<file path="config.mk">
export PLATFORM = sky130hd
export DESIGN_NAME = hpp_addr_ctrl
export DESIGN_NICKNAME = d
export VERILOG_FILES = /design/src/hw/hpp_pkg.sv /design/src/hw/hpp_addr_ctrl.sv /design/src/hw/hpp_idx_reg.sv
export SDC_FILE = /design/constraint.sdc
export NUM_CORES = 1
export LEC_CHECK = 0
export BUFFER_PORTS_ARGS = -buffer_cell sky130_fd_sc_hd__clkbuf_2
export CORE_ASPECT_RATIO = 0.6
export CORE_UTILIZATION = 25
export DETAILED_ROUTE_END_ITERATION = 7
export HOLD_SLACK_MARGIN = 0.12
export PLACE_DENSITY = 0.46
export SETUP_SLACK_MARGIN = 0.02
export SYNTH_ARGS = -nofsm -noshare
export SYNTH_HDL_FRONTEND = slang
export SYNTH_SLANG_ARGS = --single-unit
</file>
<file path="constraint.sdc">
create_clock -name clk_i -period 6.5 [get_ports clk_i]
set_clock_uncertainty 0.2 [all_clocks]
set_input_delay 0.325 -clock clk_i [delete_from_list [all_inputs] [get_ports clk_i]]
set_output_delay 0.325 -clock clk_i [all_outputs]
set_load 0.05 [all_outputs]
</file>
<file path="src/hw/hpp_pkg.sv">
// Package for the host parallel port address and index block.
// Assumes a single 100 MHz clock domain shared with the host bus logic.
package hpp_pkg;

  // Host map offsets in indexed mode (byte addresses)
  localparam logic [4:0] HPP_OFF_IDX0  = 5'h00;
  localparam logic [4:0] HPP_OFF_DATA0 = 5'h04;
  localparam logic [4:0] HPP_OFF_IDX1  = 5'h08;
  localparam logic [4:0] HPP_OFF_DATA1 = 5'h0c;
  localparam logic [4:0] HPP_OFF_IDX2  = 5'h10;
  localparam logic [4:0] HPP_OFF_DATA2 = 5'h14;
  localparam logic [4:0] HPP_OFF_FIFO  = 5'h18;
  localparam logic [4:0] HPP_OFF_CFG   = 5'h1c;

  // Field layout and reset values
  localparam int          HPP_NUM_PAIRS   = 3;
  localparam int          HPP_IDX_W       = 17;
  localparam int          HPP_IADDR_W     = 16;
  localparam int          HPP_BHE_BIT     = 16;
  localparam logic [16:0] HPP_IDX_RST     = 17'h01234;
  localparam logic [3:0]  HPP_CFG_RST     = 4'h0;
  localparam int          HPP_CFG_LANE_W  = 8;
  localparam int          HPP_CFG_FIFO    = 3;
  localparam int          HPP_HOST_AW     = 16;

  // Endianness encoding of each control bit
  localparam logic HPP_LITTLE = 1'b0;
  localparam logic HPP_BIG    = 1'b1;

  typedef enum logic [1:0] {
    HPP_TGT_REG,
    HPP_TGT_FIFO,
    HPP_TGT_LOCAL
  } hpp_target_type;

  // Internal access request handed to the core side
  typedef struct packed {
    logic                   valid;
    logic                   write;
    hpp_target_type         target;
    logic [HPP_HOST_AW-1:0] addr;
    logic [3:0]             byte_en;
    logic                   big_endian;
    logic [1:0]             lane;
  } hpp_req_type;

endpackage

</file>
<file path="src/hw/hpp_addr_ctrl.sv">
// Address handling of the host parallel port: demultiplexed and indexed modes.
// Assumes host pins are synchronised here; strobes are one host access per pulse.
`timescale 1ns/10ps
module hpp_addr_ctrl
  import hpp_pkg::*;
#(
  parameter int HOST_AW = 16
) (
  // Clock and reset
  input  wire logic                    clk_i,
  input  wire logic                    nrst_i,
  // Mode straps from the process data port control
  input  wire logic                    indexed_mode_i,
  input  wire logic                    direct_mapped_i,
  input  wire logic                    bus16_i,
  // Host pins (asynchronous)
  input  wire logic [HOST_AW-1:0]      host_addr_i,
  input  wire logic                    host_endian_i,
  input  wire logic [1:0]              host_be_n_i,
  input  wire logic [15:0]             host_wdata_i,
  // Access strobes from the strobe logic, same clock
  input  wire logic                    acc_wr_i,
  input  wire logic                    acc_rd_i,
  // Internal request and local read data
  output hpp_pkg::hpp_req_type         req_o,
  output logic      [15:0]             local_rdata_o,
  output logic                         local_rvalid_o,
  // Configuration state
  output logic      [3:0]              endian_cfg_o
);

  import hpp_pkg::*;

  // Lane patterns of the internal request; a 16-bit host owns one half-word
  localparam logic [3:0] LANES_NONE = 4'h0;
  localparam logic [3:0] LANES_ALL  = 4'hf;
  localparam logic [3:0] LANES_LOW  = 4'h3;
  localparam logic [3:0] LANES_HIGH = 4'hc;
  localparam logic [3:0] LANE_FIRST = 4'h1;
  localparam int         LANE_BITS  = 8;
  localparam int         NIBBLE_W   = 4;

  ////////////////////////////////////////////////////////////////////////////
  // Input synchronisers

  logic [HOST_AW-1:0] addr_s1_r;
  logic [HOST_AW-1:0] addr_s2_r;
  logic               endian_s1_r;
  logic               endian_s2_r;
  logic [1:0]         be_s1_r;
  logic [1:0]         be_s2_r;
  logic [15:0]        wdata_s1_r;
  logic [15:0]        wdata_s2_r;

  // One process per pin group; the strobe must trail the pins by two clocks
  always_ff @(posedge clk_i or negedge nrst_i) begin
    if (!nrst_i) begin
      addr_s1_r <= '0;
      addr_s2_r <= '0;
    end else begin
      addr_s1_r <= host_addr_i;
      addr_s2_r <= addr_s1_r;
    end
  end

  always_ff @(posedge clk_i or negedge nrst_i) begin
    if (!nrst_i) begin
      endian_s1_r <= 1'b0;
      endian_s2_r <= 1'b0;
    end else begin
      endian_s1_r <= host_endian_i;
      endian_s2_r <= endian_s1_r;
    end
  end

  always_ff @(posedge clk_i or negedge nrst_i) begin
    if (!nrst_i) begin
      be_s1_r <= 2'h0;
      be_s2_r <= 2'h0;
    end else begin
      be_s1_r <= host_be_n_i;
      be_s2_r <= be_s1_r;
    end
  end

  always_ff @(posedge clk_i or negedge nrst_i) begin
    if (!nrst_i) begin
      wdata_s1_r <= 16'h0000;
      wdata_s2_r <= 16'h0000;
    end else begin
      wdata_s1_r <= host_wdata_i;
      wdata_s2_r <= wdata_s1_r;
    end
  end

  ////////////////////////////////////////////////////////////////////////////
  // Indexed map decode

  logic [4:0] hoff;
  logic       sel_fifo;
  logic       sel_cfg;
  logic [1:0] pair;
  logic       sel_idx;
  logic       sel_data;

  // Bit 0 is absent on a 16-bit host
  assign hoff = bus16_i ? {addr_s2_r[4:1], 1'b0} : addr_s2_r[4:0];

  // Live decode; nothing latched between accesses
  always_comb begin
    sel_idx  = 1'b0;
    sel_data = 1'b0;
    sel_fifo = 1'b0;
    sel_cfg  = 1'b0;
    pair     = 2'd0;
    if ({hoff[4:2], 2'b00} == HPP_OFF_IDX0) begin
      sel_idx = 1'b1;
      pair    = 2'd0;
    end else if ({hoff[4:2], 2'b00} == HPP_OFF_DATA0) begin
      sel_data = 1'b1;
      pair     = 2'd0;
    end else if ({hoff[4:2], 2'b00} == HPP_OFF_IDX1) begin
      sel_idx = 1'b1;
      pair    = 2'd1;
    end else if ({hoff[4:2], 2'b00} == HPP_OFF_DATA1) begin
      sel_data = 1'b1;
      pair     = 2'd1;
    end else if ({hoff[4:2], 2'b00} == HPP_OFF_IDX2) begin
      sel_idx = 1'b1;
      pair    = 2'd2;
    end else if ({hoff[4:2], 2'b00} == HPP_OFF_DATA2) begin
      sel_data = 1'b1;
      pair     = 2'd2;
    end else if ({hoff[4:2], 2'b00} == HPP_OFF_FIFO) begin
      sel_fifo = !direct_mapped_i;
    end else begin
      sel_cfg = 1'b1;
    end
  end

  // Byte lane enables of a host write, positioned by address bits 1:0
  logic [3:0]  wr_lanes;
  logic [31:0] wr_word;

  always_comb begin
    wr_lanes = LANES_NONE;
    wr_word  = {wdata_s2_r, wdata_s2_r};
    if (bus16_i) begin
      wr_lanes = hoff[1] ? LANES_HIGH : LANES_LOW;
    end else begin
      wr_lanes = LANE_FIRST << hoff[1:0];
      wr_word  = {4{wdata_s2_r[7:0]}};
    end
  end

  ////////////////////////////////////////////////////////////////////////////
  // Access qualifiers

  logic idx_wr;
  logic cfg_wr;
  logic local_rd;

  // Index and config live only in the indexed map; demux never touches them
  assign idx_wr   = indexed_mode_i && acc_wr_i && sel_idx;
  assign cfg_wr   = indexed_mode_i && acc_wr_i && sel_cfg;
  assign local_rd = indexed_mode_i && acc_rd_i && (sel_idx || sel_cfg);

  ////////////////////////////////////////////////////////////////////////////
  // Index pointer registers

  logic [HPP_IDX_W-1:0] idx_val [HPP_NUM_PAIRS];

  for (genvar g = 0; g < HPP_NUM_PAIRS; g++) begin : g_idx
    logic [2:0] be;
    assign be = (idx_wr && pair == 2'(g))
                ? wr_lanes[2:0] : 3'h0;
    hpp_idx_reg #(
      .WIDTH     (HPP_IDX_W),
      .RST_VALUE (HPP_IDX_RST)
    ) u_idx (
      .clk_i     (clk_i),
      .nrst_i    (nrst_i),
      .wr_be_i   (be),
      .wr_data_i (wr_word[23:0]),
      .value_o   (idx_val[g])
    );
  end

  ////////////////////////////////////////////////////////////////////////////
  // Byte order configuration

  logic [3:0] cfg_r;
  logic [3:0] cfg_set;

  // Any lane written with a one sets the bit; it clears only when every written lane holds zero
  always_comb begin
    cfg_set = 4'h0;
    for (int l = 0; l < 4; l++) begin
      if (wr_lanes[l]) cfg_set = cfg_set | wr_word[l*HPP_CFG_LANE_W +: NIBBLE_W];
    end
  end

  always_ff @(posedge clk_i or negedge nrst_i) begin
    if (!nrst_i) begin
      cfg_r <= HPP_CFG_RST;
    end else if (cfg_wr) begin
      cfg_r <= cfg_set;
    end
  end

  assign endian_cfg_o = cfg_r;

  ////////////////////////////////////////////////////////////////////////////
  // Internal request formation

  logic [HPP_IADDR_W-1:0] sel_ptr;
  logic                   sel_bhe_n;
  hpp_req_type            req_nxt;
  hpp_req_type            req_r;

  assign sel_ptr   = idx_val[pair][HPP_IADDR_W-1:0];
  assign sel_bhe_n = idx_val[pair][HPP_BHE_BIT];

  logic [HPP_IADDR_W-1:0] step_addr;
  logic [HPP_IADDR_W-1:0] dword_addr;
  logic [HOST_AW-1:0]     demux_addr;

  // Direct mode walks core space as the host walks the window offsets
  assign step_addr  = sel_ptr + {{(HPP_IADDR_W-2){1'b0}}, hoff[1:0]};
  // Registers outside the core are whole doublewords, so the low bits drop
  assign dword_addr = {sel_ptr[HPP_IADDR_W-1:2], 2'b00};
  // A 16-bit host has no address line 0
  assign demux_addr = bus16_i ? {addr_s2_r[HOST_AW-1:1], 1'b0} : addr_s2_r;

  always_comb begin
    req_nxt         = '0;
    req_nxt.valid   = acc_wr_i || acc_rd_i;
    req_nxt.write   = acc_wr_i;
    req_nxt.lane    = hoff[1:0];
    req_nxt.target  = HPP_TGT_REG;
    req_nxt.byte_en = LANES_ALL;
    if (!indexed_mode_i) begin
      // Demux: pins used directly, no FIFO select
      req_nxt.addr       = demux_addr;
      req_nxt.big_endian = endian_s2_r;
      if (direct_mapped_i && bus16_i) begin
        req_nxt.byte_en = {2'b00, ~be_s2_r};
      end
    end else if (sel_fifo) begin
      req_nxt.target     = HPP_TGT_FIFO;
      req_nxt.big_endian = cfg_r[HPP_CFG_FIFO];
    end else if (sel_data) begin
      req_nxt.big_endian = cfg_r[pair];
      if (direct_mapped_i) begin
        req_nxt.addr = step_addr;
        if (bus16_i) begin
          // Active-low byte enables in the pointer
          req_nxt.byte_en = {2'b00, ~sel_bhe_n, ~sel_ptr[0]};
        end else begin
          req_nxt.byte_en = LANE_FIRST;
        end
      end else begin
        req_nxt.addr = dword_addr;
      end
    end else begin
      req_nxt.valid  = 1'b0;
      req_nxt.target = HPP_TGT_LOCAL;
    end
  end

  always_ff @(posedge clk_i or negedge nrst_i) begin
    if (!nrst_i) begin
      req_r <= '0;
    end else begin
      req_r <= req_nxt;
    end
  end

  assign req_o = req_r;

  ////////////////////////////////////////////////////////////////////////////
  // Local register read-back

  logic [31:0] local_word;
  logic [15:0] rdata_r;
  logic        rvalid_r;

  always_comb begin
    local_word = 32'h0000_0000;
    if (sel_idx) begin
      local_word = {15'h0000, idx_val[pair]};
    end else if (sel_cfg) begin
      local_word = {4'h0, cfg_r, 4'h0, cfg_r, 4'h0, cfg_r, 4'h0, cfg_r};
    end
  end

  // Pulse marks the one cycle after a local register read; rdata_r holds that read's data then
  always_ff @(posedge clk_i or negedge nrst_i) begin
    if (!nrst_i) begin
      rvalid_r <= 1'b0;
    end else begin
      rvalid_r <= local_rd;
    end
  end

  // Data follows the live lane even without a read; only the pulse qualifies it
  always_ff @(posedge clk_i or negedge nrst_i) begin
    if (!nrst_i) begin
      rdata_r <= 16'h0000;
    end else if (bus16_i) begin
      rdata_r <= hoff[1] ? local_word[31:16] : local_word[15:0];
    end else begin
      rdata_r <= {8'h00, local_word[hoff[1:0]*LANE_BITS +: LANE_BITS]};
    end
  end

  assign local_rdata_o  = rdata_r;
  assign local_rvalid_o = rvalid_r;

endmodule // hpp_addr_ctrl

</file>
<file path="src/hw/hpp_idx_reg.sv">
// One index pointer register with per-byte immediate update.
// Assumes write strobes come from logic on the same clock.
`timescale 1ns/10ps
module hpp_idx_reg #(
  parameter int          WIDTH     = 17,
  parameter logic [16:0] RST_VALUE = 17'h01234
) (
  // Clock and reset
  input  wire logic             clk_i,
  input  wire logic             nrst_i,
  // Write port
  input  wire logic [2:0]       wr_be_i,
  input  wire logic [23:0]      wr_data_i,
  // State
  output logic      [WIDTH-1:0] value_o
);

  logic [WIDTH-1:0] value_r;

  // Bytes land at once, no doubleword assembly; value held otherwise
  always_ff @(posedge clk_i or negedge nrst_i) begin
    if (!nrst_i) begin
      value_r <= RST_VALUE[WIDTH-1:0];
    end else begin
      if (wr_be_i[0]) value_r[7:0]  <= wr_data_i[7:0];
      if (wr_be_i[1]) value_r[15:8] <= wr_data_i[15:8];
      if (wr_be_i[2]) value_r[16]   <= wr_data_i[16];
    end
  end

  assign value_o = value_r;

endmodule // hpp_idx_reg

</file>
* After elaboration in Yosys (flattened, before gate mapping) *
Index checks and enable logic that the tools add are counted.

cells by class
  add/subtract/negate cells = 1
  magnitude comparators = 2
  equal/unequal tests = 8
  shifts and indexed selects = 2
  multiplexer cells = 66
  bitwise logic cells = 7
  reduce and logical (&&, ||, !) cells = 14

operator list
  kind                                                         number
  2-to-1 mux 28 bit                                            3
  2-to-1 mux 16 bit                                            3
  2-to-1 mux 21 bit                                            2
  binary-select mux 17 bit (select 2 bit)                      1
  2-to-1 mux 17 bit                                            2
  2-to-1 mux 1 bit                                             32
  2-to-1 mux 4 bit                                             8
  indexed part select 32 x 6 -> 8 bit                          1
  2-to-1 mux 2 bit                                             10
  2-to-1 mux 20 bit                                            1
  adder 16 x 2 -> 16 bit                                       1
  bitwise OR 4 bit                                             3
  equality test 3 bit (second input constant)                  3
  logical AND 1 bit                                            9
  2-to-1 mux 3 bit                                             3
  equality test 3 x 2 -> 1 bit (second input constant)         2
  left shift 1 x 2 -> 4 bit (first input constant)             1
  equality test 3 x 1 -> 1 bit (second input constant)         1
  greater-or-equal comparator 3 bit (second input constant)    1
  logical NOT 3 bit                                            1
  less-than comparator 2 x 3 -> 1 bit (second input constant)  1
  inverter 2 -> 3 bit                                          1
  binary-select mux 1 bit (select 2 bit)                       1
  equality test 2 x 1 -> 1 bit (second input constant)         1
  other kinds (6)                                              8

word-level totals
  flip-flop bits (word level) = 169
  input port bits = 42
  output and inout port bits = 48
  word-level logic and storage cells = 127

* Logic depth before layout (Yosys ltp) *
Gate-level depths: netlist (run 1).

  depth in word-level cells = 17
  depth in mapped cells = 13

* Hierarchy *
Synthesis (run 1) repeated with hierarchy kept, for this count alone.

unflattened totals
  cells, all modules = 475
  area total of the unflattened synthesis = 6889.1 µm²

modules (own cells, without submodules)
  module         instances  cells an instance  area an instance (µm²)  seq. area each (µm²)
  hpp_addr_ctrl  1          367                4772.1                  2927.8
  hpp_idx_reg    3          36                 705.7                   431.7

* Worst setup path after synthesis (run 1) *
No wires, ideal clock.

  kind = register to register
  from = register addr_s2_r[3]
  to = register req_r (netlist bit req_o[21])
  library setup time = 121 ps
  arrival = 2773 ps
  data required time = 6179 ps
  setup slack = 3406 ps
  cell stages (with the launch flop) = 14
  path through = dfrtp_1 -> buf_4 -> buf_2 -> buf_2 -> a211oi_1 -> a21oi_1 -> ha_1 -> inv_1 -> fa_1 -> nor2b_1 -> nand3_2 -> nor4_2 -> xor2_1 -> a22o_1

RTL lines
  element                 line                  source
  from (decl)             hpp_addr_ctrl.sv:47   logic [HOST_AW-1:0] addr_s2_r;
  from (signal assigned)  hpp_addr_ctrl.sv:62   addr_s2_r <= addr_s1_r;
  to (signal assigned)    hpp_addr_ctrl.sv:275  req_r <= req_nxt;
  to (decl)               hpp_addr_ctrl.sv:219  hpp_req_type req_r;

==> impl_summary.txt, run 1 <==
----------------------------------------------------
[Floorplan]
  Die area ... 26870 µm²
  Row count ... 45
  Die width ... between 200 and 250 µm
  Die height ... 127.4 µm
  Placeable core region ... about 26000 µm²
  Top Ports ... 90
  Initial Utilization ... 25.68%

[Placement]
  DP Cell Count ... 914
  Setup slack at placement ... 2730 ps
  Number of port buffers ... 89
  Weighted congestion reported at the end of routability-driven placement ... 0.7749
  Post-detailed-placement half-perimeter wirelength ... about 11000 µm

[Routing]
  Final WL ... 16120 µm
  Initial DRT Pass Iterations ... 4
  Antenna-violating nets left ... 0
  Routed WL per cell ... 16.34 µm
  Number of vias after detailed routing ... between 4000 and 5000
  Count of unresolved DRC violations after routing ... 0
  Routed vias/inst ... between 4 and 5
  Initial drt markers ... about 240

[Global route]
  Global-route wire length before repair ... 25440 µm
  Remaining global-route overflow ... 0
  Via count of the first global-routing pass ... 4457
  Antenna violations before repair ... 0
  Largest net degree at the start of global routing ... 95
  Tot GR Track Use ... roughly an eighth

[Timing]
  Max-Slew Margin vs Limit ... 22.14%
  Post-route fraction of the period consumed by the critical path ... 55.52%
  Setup repair after global routing missed its margin ... no
  Post-route worst setup slack ... just under 3000 ps
  Achievable frequency ... 0.2771 GHz
  Setup violators final ... 0
  Number of hold violations in the final report ... 0
  Number of pins exceeding their max-slew limit in the final report ... 0
  Period minus WS final ... 3609 ps
  Accumulated negative setup slack ... 0 ps
  Measured slew at the worst slew-check pin ... 1164 ps

[Layout]
  Highest-count cells in the layout ignoring fill and taps ... 152 x dfrtp_1, 88 x clkbuf_2, 49 x mux2i_1, 41 x dlygate4sd3_1, 35 x nand2_1
  Proportion of layout cells with a drive suffix above 1 ... roughly 29%
  Final non-filler cell total ... 987
  Commonest non-fill, non-tap cell in the layout ... dfrtp_1
  Final net count ... 667
  N_diodes ... 0
  Layout filler cell count ... 2535
  Area added between synthesis and finish ... 28.10%

[Run status]
  Run status ... finished, final reports clean

[Clock tree]
  Clock buffers created by TritonCTS ... 17
  Clock Tree Root ... clkbuf_16
  Count of H-tree levels built during CTS ... 4
  Post-CTS clock slew at the launch and capture registers of the worst setup and hold paths ... 60 ps
  Clock tree from TritonCTS ... built
  CTS Buffer Depth ... 2
  Clock latency of the later-clocked register in the worst-skew pair ... 430 ps
  Clock net sink count ... 168

[Setup path]
  Endpoint kind of the worst setup timing path ... register
  Source of the critical timing path ... addr_s2_r[4]$_DFF_PN0_
  CP Max Fanout ... 45
  Startpoint Class ... register
  Required time of the critical path ... 6620 ps
  Arrival time of data at the critical path endpoint ... 3730 ps
  Type of the worst setup path ... reg -> reg
  Critical R2R Launch ... addr_s2_r[4]$_DFF_PN0_

[Synth]
  Total standard cell area after synthesis ... 6550 µm²
  YS warnings ... 0
  Post-synthesis sequential element count ... 168
  Syn avg cell area ... 13.26 µm²
  Proportion of register bits with asynchronous set or reset after synthesis ... 100.0%
  Top flip-flop cell by instance count after synthesis ... dfrtp_1
  EDFF count, synth ... 0
  Distinct cell type count after synthesis ... 43
  Net count after synthesis ... 539
  Gate count after technology mapping ... between 400 and 500
  Portion of the post-synthesis area used by sequential elements ... 64.47%

[Power and ir drop]
  Leakage power total ... between 3 and 4 nW
  Pwr Density ... 331.1 nW/µm²
  Largest voltage drop on the vdd net ... 0.0001570 V

[Flow run]
  Max-capacitance violation count ... 0

[Min path]
  Classification of the worst-slack hold path ... reg -> reg
  Worst Hold Launch ... wdata_s1_r[4]$_DFF_PN0_

----------------------------------------------------
## Yosys cell counts, types with 3 or more instances
| cell | number | share of area [%] |
|---|---|---|
| a211oi_1 | 5 | 0.57 |
| a21boi_0 | 3 | 0.34 |
| a21oi_1 | 30 | 2.3 |
| a22o_1 | 13 | 1.7 |
| and3_1 | 7 | 0.67 |
| buf_2 | 5 | 0.38 |
| buf_4 | 4 | 0.46 |
| clkbuf_1 | 13 | 0.75 |
| dfrtp_1 | 153 | 58 |
| dfstp_2 | 15 | 6.0 |
| inv_1 | 8 | 0.46 |
| mux2_2 | 28 | 4.8 |
| mux2i_1 | 49 | 7.5 |
| mux2i_2 | 7 | 1.5 |
| nand2_1 | 35 | 2.0 |
| nand3_1 | 10 | 0.76 |
| nor2_1 | 26 | 1.5 |
| nor2b_1 | 8 | 0.76 |
| nor3_1 | 6 | 0.46 |
| nor4_2 | 4 | 0.76 |
| o21ai_0 | 21 | 1.6 |
| o22ai_1 | 4 | 0.38 |
| xnor2_1 | 4 | 0.53 |
| xor2_1 | 10 | 1.3 |
## per-layer routing
| layer | track usage [%] | vias to the layer above | routed length (µm) |
|---|---|---|---|
| met5 | 0 | - | 0 |
| met4 | 4.177 | 0 | 176 |
| met3 | 4.056 | 13 | 995 |
| met2 | 17.30 | 110 | 6652 |
| met1 | 19.30 | 2142 | 8299 |
| li1 | - | 1974 | - |
## per-stage QoR
step / total power (W) / utilization, % / cell area, µm² / hold WS (ps)
after floorplan: 0.001520 / - / 6550 / -170.6
after global placement: 0.001649 / 28.71 / 7323 / 133.3
after detailed placement: 0.001661 / 28.71 / 7323 / 135.6
after CTS: 0.002821 / 32.90 / 8391 / 150.5
after global routing: 0.002917 / 32.90 / 8391 / 152.4
final: 0.002778 / 32.90 / 8391 / 147.2
## sequential cells by signal (all words and copies together), names as in the netlist, 2 cells and up
signal / flops
wdata_s2_r: 16
req_o: 26
addr_s2_r: 16
endian_cfg_o: 4
be_s1_r: 2
local_rdata_o: 16
wdata_s1_r: 16
be_s2_r: 2
g_idx.u_idx.value_o: 51
addr_s1_r: 16
## critical path, cell delays in order (launching register included)
cell     delay [ps]
dfrtp_2         340
buf_4           540
mux2i_1         160
a21oi_1         400
ha_1            260
inv_1            60
fa_1            350
nor2b_1         380
nand3_2         190
nor4_2          320
xor2_1          100
a22o_1          200
## path summary, 6_finish.rpt
kind,to,slack (ps),cells past startpoint
hold / removal,wdata_s2_r[4]$_DFF_PN0_,150,0
setup / recovery,req_o[21]$_DFF_PN0_,2890,11
setup reg to reg,req_o[21]$_DFF_PN0_,2890,11
min in group asynchronous,wdata_s1_r[5]$_DFF_PN0_,340,2
max in group asynchronous,addr_s2_r[4]$_DFF_PN0_,4250,3
hold reg to reg,wdata_s2_r[4]$_DFF_PN0_,150,0
## repair_timing
action	CTS	global route
hold buffers	41	0
endpoints found under the hold margin	130	0
buffers inserted	0	0
gates resized for setup	0	0
## final cells by class
cell class | instances | area (µm²) | area share (%)
tap | 352 | 440.4 | 5.249
clock inverter | 8 | 165.2 | 1.968
clock buffer | 24 | 491.7 | 5.860
inverter | 9 | 33.78 | 0.4026
sequential | 168 | 4224 | 50.34
multi-input combinational | 292 | 2143 | 25.54
timing repair buffer | 134 | 892.1 | 10.63
## where the power goes
| part | switching (W) | leakage, nW | total (W) | internal, W |
|---|---|---|---|---|
| Combinational | 0.000275 | 1.50 | 0.000428 | 0.000154 |
| Sequential | 0.0000631 | 2.03 | 0.00123 | 0.00116 |
| Clock | 0.000400 | 0.324 | 0.00112 | 0.000721 |
| Total | 0.000738 | 3.86 | 0.00278 | 0.00204 |
## cell families (layout without fill, tap and decap cells)
group,count (synthesis),count (layout),share of synthesized area (%)
AO/OA/AOI/OAI,79,79,7.354
XOR/XNOR,14,14,1.872
adder cells (fa/ha/maj),3,3,0.6876
buffers and inverters,34,175,2.808
flip-flops,168,168,64.47
multiplexers,84,84,13.77
AND/OR/NAND/NOR,112,112,9.035
(Power assumes the default switching activity.)
==> run 2, diff against run 1 <==
--- a/config.mk
+++ b/config.mk
@@ -5,12 +5,13 @@
 export SDC_FILE = /design/constraint.sdc
 export NUM_CORES = 1
 export LEC_CHECK = 0
+export ABC_AREA = 1
 export BUFFER_PORTS_ARGS = -buffer_cell sky130_fd_sc_hd__clkbuf_2
 export CORE_ASPECT_RATIO = 0.6
 export CORE_UTILIZATION = 25
 export DETAILED_ROUTE_END_ITERATION = 7
 export HOLD_SLACK_MARGIN = 0.12
-export PLACE_DENSITY = 0.46
+export PLACE_DENSITY = 0.48
 export SETUP_SLACK_MARGIN = 0.02
 export SYNTH_ARGS = -nofsm -noshare
 export SYNTH_HDL_FRONTEND = slang
==> constraint.sdc (replaced) <==
create_clock -name clk_i -period 3.3 [get_ports clk_i]
set_clock_uncertainty 0.2 [all_clocks]
set_input_delay 0.165 -clock clk_i [delete_from_list [all_inputs] [get_ports clk_i]]
set_output_delay 0.165 -clock clk_i [all_outputs]
set_load 0.05 [all_outputs]
==> impl_summary.txt, run 2 <==
----------------------------------------------------
[Clock tree]
  CTS Buffer Depth ... 2
  Clock tree from TritonCTS ... built
  Clock Tree Root ... clkbuf_16
  Clock latency of the later-clocked register in the worst-skew pair ... 440 ps
  Count of H-tree levels built during CTS ... 4
  Clock net sink count ... 168
  Clock buffers created by TritonCTS ... 17
  Number of setup buffers added after CTS ... 0
  Post-CTS clock slew at the launch and capture registers of the worst setup and hold paths ... 70 ps

[Synth]
  Synth top area cells ... dfrtp_1 59%, nand2_1 8.4%, dfstp_2 6.0%
  Total standard cell area after synthesis ... 6515 µm²
  Post-synthesis sequential element count ... approximately 170
  Proportion of register bits with asynchronous set or reset after synthesis ... 100.0%
  Gate count after technology mapping ... ~640
  Most frequently used cell type in the post-synthesis netlist ... dfrtp_1
  Portion of the post-synthesis area used by sequential elements ... 64.82%
  Share of Yosys cell area claimed by the top area cell type ... 58.77%
  Top flip-flop cell by instance count after synthesis ... dfrtp_1
  Cell accounting for the most synthesized area ... dfrtp_1
  Most numerous cell types in the synthesized netlist ... 153 x dfrtp_1, 145 x nand2_1, 68 x o21ai_0
  Distinct cell type count after synthesis ... 39
  Net count after synthesis ... approximately 700
  Syn avg cell area ... 10.12 µm²
  EDFF count, synth ... 0
  YS warnings ... 0

[Floorplan]
  Placeable core region ... 25450 µm²
  Die area ... around 27000 µm²
  Die height ... around 130 µm
  Top Ports ... 90
  Initial Utilization ... 25.60%
  Row count ... 45
  Die width ... between 200 and 250 µm

[Timing]
  Number of hold violations in the final report ... 0
  Accumulated negative setup slack ... 0 ps
  Number of pins exceeding their max-slew limit in the final report ... 0
  Achievable frequency ... 0.3318 GHz
  Measured slew at the worst slew-check pin ... 797.9 ps
  Post-route fraction of the period consumed by the critical path ... a little over 90%
  Fin Hold WS ... ~150 ps
  Max-Slew Margin vs Limit ... 46.75%
  Setup repair after global routing missed its margin ... no
  Setup violators final ... 0
  Period minus WS final ... 3014 ps

[Routing]
  Initial drt markers ... 415
  Routed WL per cell ... approximately 17 µm
  Routed vias/inst ... 4.293
  Initial DRT Pass Iterations ... 5
  Antenna-violating nets left ... 0
  Final WL ... 19580 µm
  Count of unresolved DRC violations after routing ... 0
  Number of vias after detailed routing ... 5001

[Global route]
  Global-route wire length before repair ... 30370 µm
  Antenna violations before repair ... 1
  Largest net degree at the start of global routing ... between 60 and 70
  Tot GR Track Use ... 15.75%
  Remaining global-route overflow ... 0
  Via count of the first global-routing pass ... 4937

[Layout]
  Commonest non-fill, non-tap cell in the layout ... dfrtp_1
  N_diodes ... 0
  Largest register FFs ... 51
  Area added between synthesis and finish ... 32.11%
  Highest-count cells in the layout ignoring fill and taps ... 153 x dfrtp_1, 144 x nand2_1, 88 x clkbuf_2, 68 x o21ai_0, 60 x nor2_1
  Final net count ... 845
  Layout filler cell count ... between 2000 and 3000
  Multi-input combinational cell area ... slightly below 2000 µm²
  Proportion of layout cells with a drive suffix above 1 ... 23.86%
  FF+latch area ... 4223 µm²

[Power and ir drop]
  Clk pwr share ... 40.1%
  Pwr Density ... 633.2 nW/µm²
  Net switching fraction of the power ... 29.23%
  Internal power component ... roughly 0.0039 W
  Leakage power total ... around 4.0 nW
  Overall power of the completed layout ... 0.005450 W
  Largest voltage drop on the vdd net ... 0.0003145 V
  Switch Pwr ... approximately 0.0016 W
  Register share of total power ... 44.0%
  Share of total power in combinational logic ... 15.9%

[Placement]
  Post-detailed-placement half-perimeter wirelength ... between 10000 and 15000 µm
  Number of port buffers ... 89
  Weighted congestion reported at the end of routability-driven placement ... 0.9088

[Min path]
  Classification of the worst-slack hold path ... reg -> reg

[Setup path]
  Startpoint Class ... register
  Endpoint kind of the worst setup timing path ... register
  Type of the worst setup path ... reg -> reg
  Required time of the critical path ... roughly 3400 ps
  Max stage delay cell, worst path ... dfrtp_1
  Arrival time of data at the critical path endpoint ... ~3100 ps
  Largest incremental delay on the critical path ... 450 ps
  CP Max Fanout ... 14
  Critical-path cell list ... inv_2 > nand2_2 > nand2_2 > buf_4 > o211ai_1 > fa_1 > nor2_2 > nand4_1 > nor2_2 > nand3_2 > nor2_1 > nand3_1 > nand3_1 > nand2_1

[Run status]
  Run status ... finished, final reports clean

[Flow run]
  Max-capacitance violation count ... 0

----------------------------------------------------
run 2: worst paths after layout:
check                                         from                                    end  slack, ps  cells after the start
min reg2reg                addr_s1_r[14]$_DFF_PN0_                addr_s2_r[14]$_DFF_PN0_        150                      0
max                         addr_s2_r[4]$_DFF_PN0_                    req_o[21]$_DFF_PN0_        290                     14
max in group asynchronous                   nrst_i  g_idx[2].u_idx.value_o[9]$_DFFE_PN1P_       1760                      4
max reg2reg                 addr_s2_r[4]$_DFF_PN0_                    req_o[21]$_DFF_PN0_        290                     14
min in group asynchronous                   nrst_i  g_idx[2].u_idx.value_o[7]$_DFFE_PN0P_        500                      3
min                        addr_s1_r[14]$_DFF_PN0_                addr_s2_r[14]$_DFF_PN0_        150                      0
run 2: through the flow:
step	util [%]	std cells	setup WS [ps]	area [µm²]
floorplan	-	644	513.1	6515
global placement	29.50	1089	269.7	7507
detailed placement	29.50	1089	167.9	7507
CTS	33.79	1165	153.7	8600
global route	33.82	1165	7.517	8607
finish	33.82	1165	285.9	8607
run 2: worst max-delay path: cells and delay by family, from the launching register on:
family / cells / cell delay [ps]
simple gates: 10 / 1300
flops: 1 / 450
fa+ha+maj: 1 / 430
buf+inv: 2 / 350
compound gates: 1 / 170
run 2: power groups by stage:
stage	sequential, W	combinational (W)	clock (W)
2_1_floorplan	0.00255	0.000361	0
3_3_place_gp	0.00244	0.000822	0
3_5_place_dp	0.00243	0.000823	0
4_1_cts	0.00240	0.000872	0.00224
5_1_grt	0.00242	0.000958	0.00232
6_report	0.00240	0.000866	0.00219
run 2: cell families after synthesis:
family	count (synthesis)	share of synthesized area [%]
buf+inv	82	5.128
mux	14	2.420
simple gates	274	18.38
flops	168	64.82
fa+ha+maj	3	0.6913
compound gates	103	8.565
run 2: metal layers:
| metal | track usage (%) | routed length, µm |
|---|---|---|
| met1 | 25.83 | 11200 |
| met2 | 19.54 | 7093 |
| met3 | 3.982 | 1088 |
| met4 | 4.348 | 197 |
| met5 | 0 | 0 |
run 2: cell type report:
type	count	share of cell area (%)
sequential	168	49.06
multi-input combinational	394	22.84
tap	352	5.117
timing repair buffer	156	12.87
clock inverter	12	2.181
clock buffer	20	5.190
inverter	63	2.747
run 2: what timing repair did:
item | in CTS | in global routing
endpoints found under the setup margin | 0 | 7
gates resized for setup | 0 | 3
hold buffers | 44 | 0
endpoints found under the hold margin | 223 | 0
==> run 3, diff against run 2 <==
--- a/config.mk
+++ b/config.mk
@@ -12,6 +12,7 @@
 export DETAILED_ROUTE_END_ITERATION = 7
 export HOLD_SLACK_MARGIN = 0.12
 export PLACE_DENSITY = 0.48
+export REMOVE_ABC_BUFFERS = 1
 export SETUP_SLACK_MARGIN = 0.02
 export SYNTH_ARGS = -nofsm -noshare
 export SYNTH_HDL_FRONTEND = slang
==> impl_summary.txt, run 3 (synthesis results as in run 2) <==
----------------------------------------------------
[Setup path]
  Max stage delay cell, worst path ... dfrtp_1
  Crit path buf inv count ... 2
  Worst setup endpoint ... req_o[21]$_DFF_PN0_
  Critical register-to-register path endpoint ... req_o[21]$_DFF_PN0_
  Required time of the critical path ... roughly 3400 ps
  Endpoint kind of the worst setup timing path ... register
  FF-to-FF path depth ... 16
  Startpoint Class ... register
  Source of the critical timing path ... addr_s2_r[4]$_DFF_PN0_
  CP Max Fanout ... 5
  Largest incremental delay on the critical path ... 450 ps
  Crit-path most repeated cell ... nor2_1
  Register-to-register setup slack ... roughly 280 ps
  Arrival time of data at the critical path endpoint ... about 3100 ps
  Crit path max-delay family ... simple AND/OR/NAND/NOR gates
  Critical R2R Launch ... addr_s2_r[4]$_DFF_PN0_
  Number of logic stages on the critical path including buffering ... 16
  Type of the worst setup path ... reg -> reg
  Critical-path cell list ... inv_2 > nand2_1 > nand2_2 > nor2_1 > nor2_1 > ha_1 > inv_1 > fa_1 > nor2_2 > nand4_1 > nor2_2 > nand3_2 > nor2_1 > nand3_1 > nand3_1 > nand2_1

[Timing]
  Period minus WS final ... 3015 ps
  Achievable frequency ... roughly 0.33 GHz
  Setup violators final ... 0
  Number of hold violations in the final report ... 0
  Post-route fraction of the period consumed by the critical path ... 91.37%
  Number of pins exceeding their max-slew limit in the final report ... 0
  Accumulated negative setup slack ... 0 ps
  Setup repair after global routing missed its margin ... no
  Fin Hold WS ... 123.3 ps
  Max-Slew Margin vs Limit ... 30.39%
  Measured slew at the worst slew-check pin ... 1033 ps

[Floorplan]
  Placeable core region ... 25450 µm²
  Die area ... 26730 µm²
  Top Ports ... 90
  Die height ... around 130 µm
  Die width ... about 210 µm
  Row count ... 45
  Initial Utilization ... 25.60%

[Clock tree]
  Clock latency of the later-clocked register in the worst-skew pair ... 430 ps
  Clock net sink count ... around 170
  CTS Buffer Depth ... 2
  Clock buffers created by TritonCTS ... 17
  Post-CTS clock slew at the launch and capture registers of the worst setup and hold paths ... 70 ps
  Clock Tree Root ... clkbuf_16
  Count of H-tree levels built during CTS ... 4
  Number of setup buffers added after CTS ... 0
  Clock tree from TritonCTS ... built

[Global route]
  Via count of the first global-routing pass ... about 5200
  Global-route wire length before repair ... 29520 µm
  Largest net degree at the start of global routing ... 78
  Remaining global-route overflow ... 0
  Antenna violations before repair ... 0
  Tot GR Track Use ... 14.73%

[Power and ir drop]
  Register share of total power ... 44.4%
  Net switching fraction of the power ... 29.09%
  Clk pwr share ... 40.4%
  Largest voltage drop on the vdd net ... around 0.00044 V
  Share of total power in combinational logic ... 15.1%
  Pwr Density ... about 630 nW/µm²
  Internal power component ... 0.003822 W
  Switch Pwr ... 0.001568 W
  Leakage power total ... 3.987 nW

[Routing]
  Initial drt markers ... 453
  Number of vias after detailed routing ... 5039
  Routed WL per cell ... 15.76 µm
  Routed vias/inst ... around 4.4
  Initial DRT Pass Iterations ... 7
  Antenna-violating nets left ... 0
  Final WL ... about 18000 µm
  Count of unresolved DRC violations after routing ... 0

[Placement]
  Number of port buffers ... 89
  Post-detailed-placement half-perimeter wirelength ... 13270 µm
  Weighted congestion reported at the end of routability-driven placement ... roughly 0.9

[Layout]
  N_diodes ... 0
  Proportion of layout cells with a drive suffix above 1 ... 23.45%
  Area added between synthesis and finish ... 30.79%
  Final net count ... 838
  Layout filler cell count ... between 2000 and 3000
  Highest-count cells in the layout ignoring fill and taps ... 153 x dfrtp_1, 145 x nand2_1, 88 x clkbuf_2, 68 x o21ai_0, 60 x nor2_1
  Commonest non-fill, non-tap cell in the layout ... dfrtp_1
  Largest register FFs ... 51

[Min path]
  Classification of the worst-slack hold path ... in -> async

[Flow run]
  Max-capacitance violation count ... 0

[Run status]
  Run status ... finished, final reports clean

----------------------------------------------------
## run 3: cell types whose count changed in the layout (fill, tap and decap cells not counted), sizes merged
| cell | delta |
|---|---|
| clkbuf | -3 |
| clkinv | +1 |
| buf | -6 |
| inv | +1 |
| dlygate4sd3 | -1 |
| clkinvlp | +1 |
## run 3: how the worst min path moves through the flow
stage                                to  slack [ps]
3_5_place_dp   wdata_s1_r[13]$_DFF_PN0_          60
6_report       wdata_s1_r[14]$_DFF_PN0_         120
4_1_cts         wdata_s1_r[8]$_DFF_PN0_         140
3_3_place_gp   wdata_s2_r[13]$_DFF_PN0_          50
2_1_floorplan    addr_s1_r[0]$_DFF_PN0_        -330
5_1_grt         wdata_s2_r[8]$_DFF_PN0_         160
## run 3: metal layers
metal	GRT usage (%)	share of wire (%)	wire length [µm]	vias to the layer above
met5	0	0	0	-
met4	3.794	0.58	106	0
met3	3.417	5.1	931	10
met2	19.67	39	7118	148
met1	23.34	55	10100	2498
li1	-	-	-	2383
## run 3: worst register-to-register path, cell delays in order (launching register included)
cell,delay (ps)
dfrtp_1,450
inv_2,120
nand2_1,110
nand2_2,100
nor2_1,40
nor2_1,190
ha_1,220
inv_1,60
fa_1,370
nor2_2,170
nand4_1,170
nor2_2,180
nand3_2,150
nor2_1,160
nand3_1,90
nand3_1,90
nand2_1,50
## run 3: timing repair
| action | 4_1_cts | 5_1_grt |
|---|---|---|
| hold endpoints to repair | 133 | 0 |
| resized for setup | 0 | 2 |
| hold buffers | 42 | 0 |
| setup endpoints to repair | 0 | 2 |
## run 3: final cells by class
cell class              instances  area (µm²)  area share [%]
clock inverters                15       212.7           2.496
repair buffers                149        1020           11.97
inverters                      63       236.5           2.775
well taps                     352       440.4           5.169
multi-input cells             394        1963           23.04
clock buffers                  17       425.4           4.993
flip-flops and latches        168        4223           49.56
## run 3: metrics by stage
step           worst slack, ps  power (W)  utilization [%]  cell area (µm²)  cells
2_1_floorplan            372.4   0.002897                -             6417    625
3_3_place_gp             393.8   0.003207            29.30             7457   1084
3_5_place_dp             280.5   0.003209            29.30             7457   1084
4_1_cts                  254.5   0.005443            33.46             8516   1158
5_1_grt                  42.06   0.005647            33.48             8521   1158
6_report                 284.7   0.005389            33.48             8521   1158
## run 3: power by group through the flow
stage / Sequential (W) / Clock, W / Combinational, W
floorplan: 0.00255 / 0 / 0.000345
global placement: 0.00243 / 0 / 0.000775
detailed placement: 0.00243 / 0 / 0.000777
CTS: 0.00240 / 0.00223 / 0.000820
global route: 0.00242 / 0.00232 / 0.000911
finish: 0.00239 / 0.00218 / 0.000816
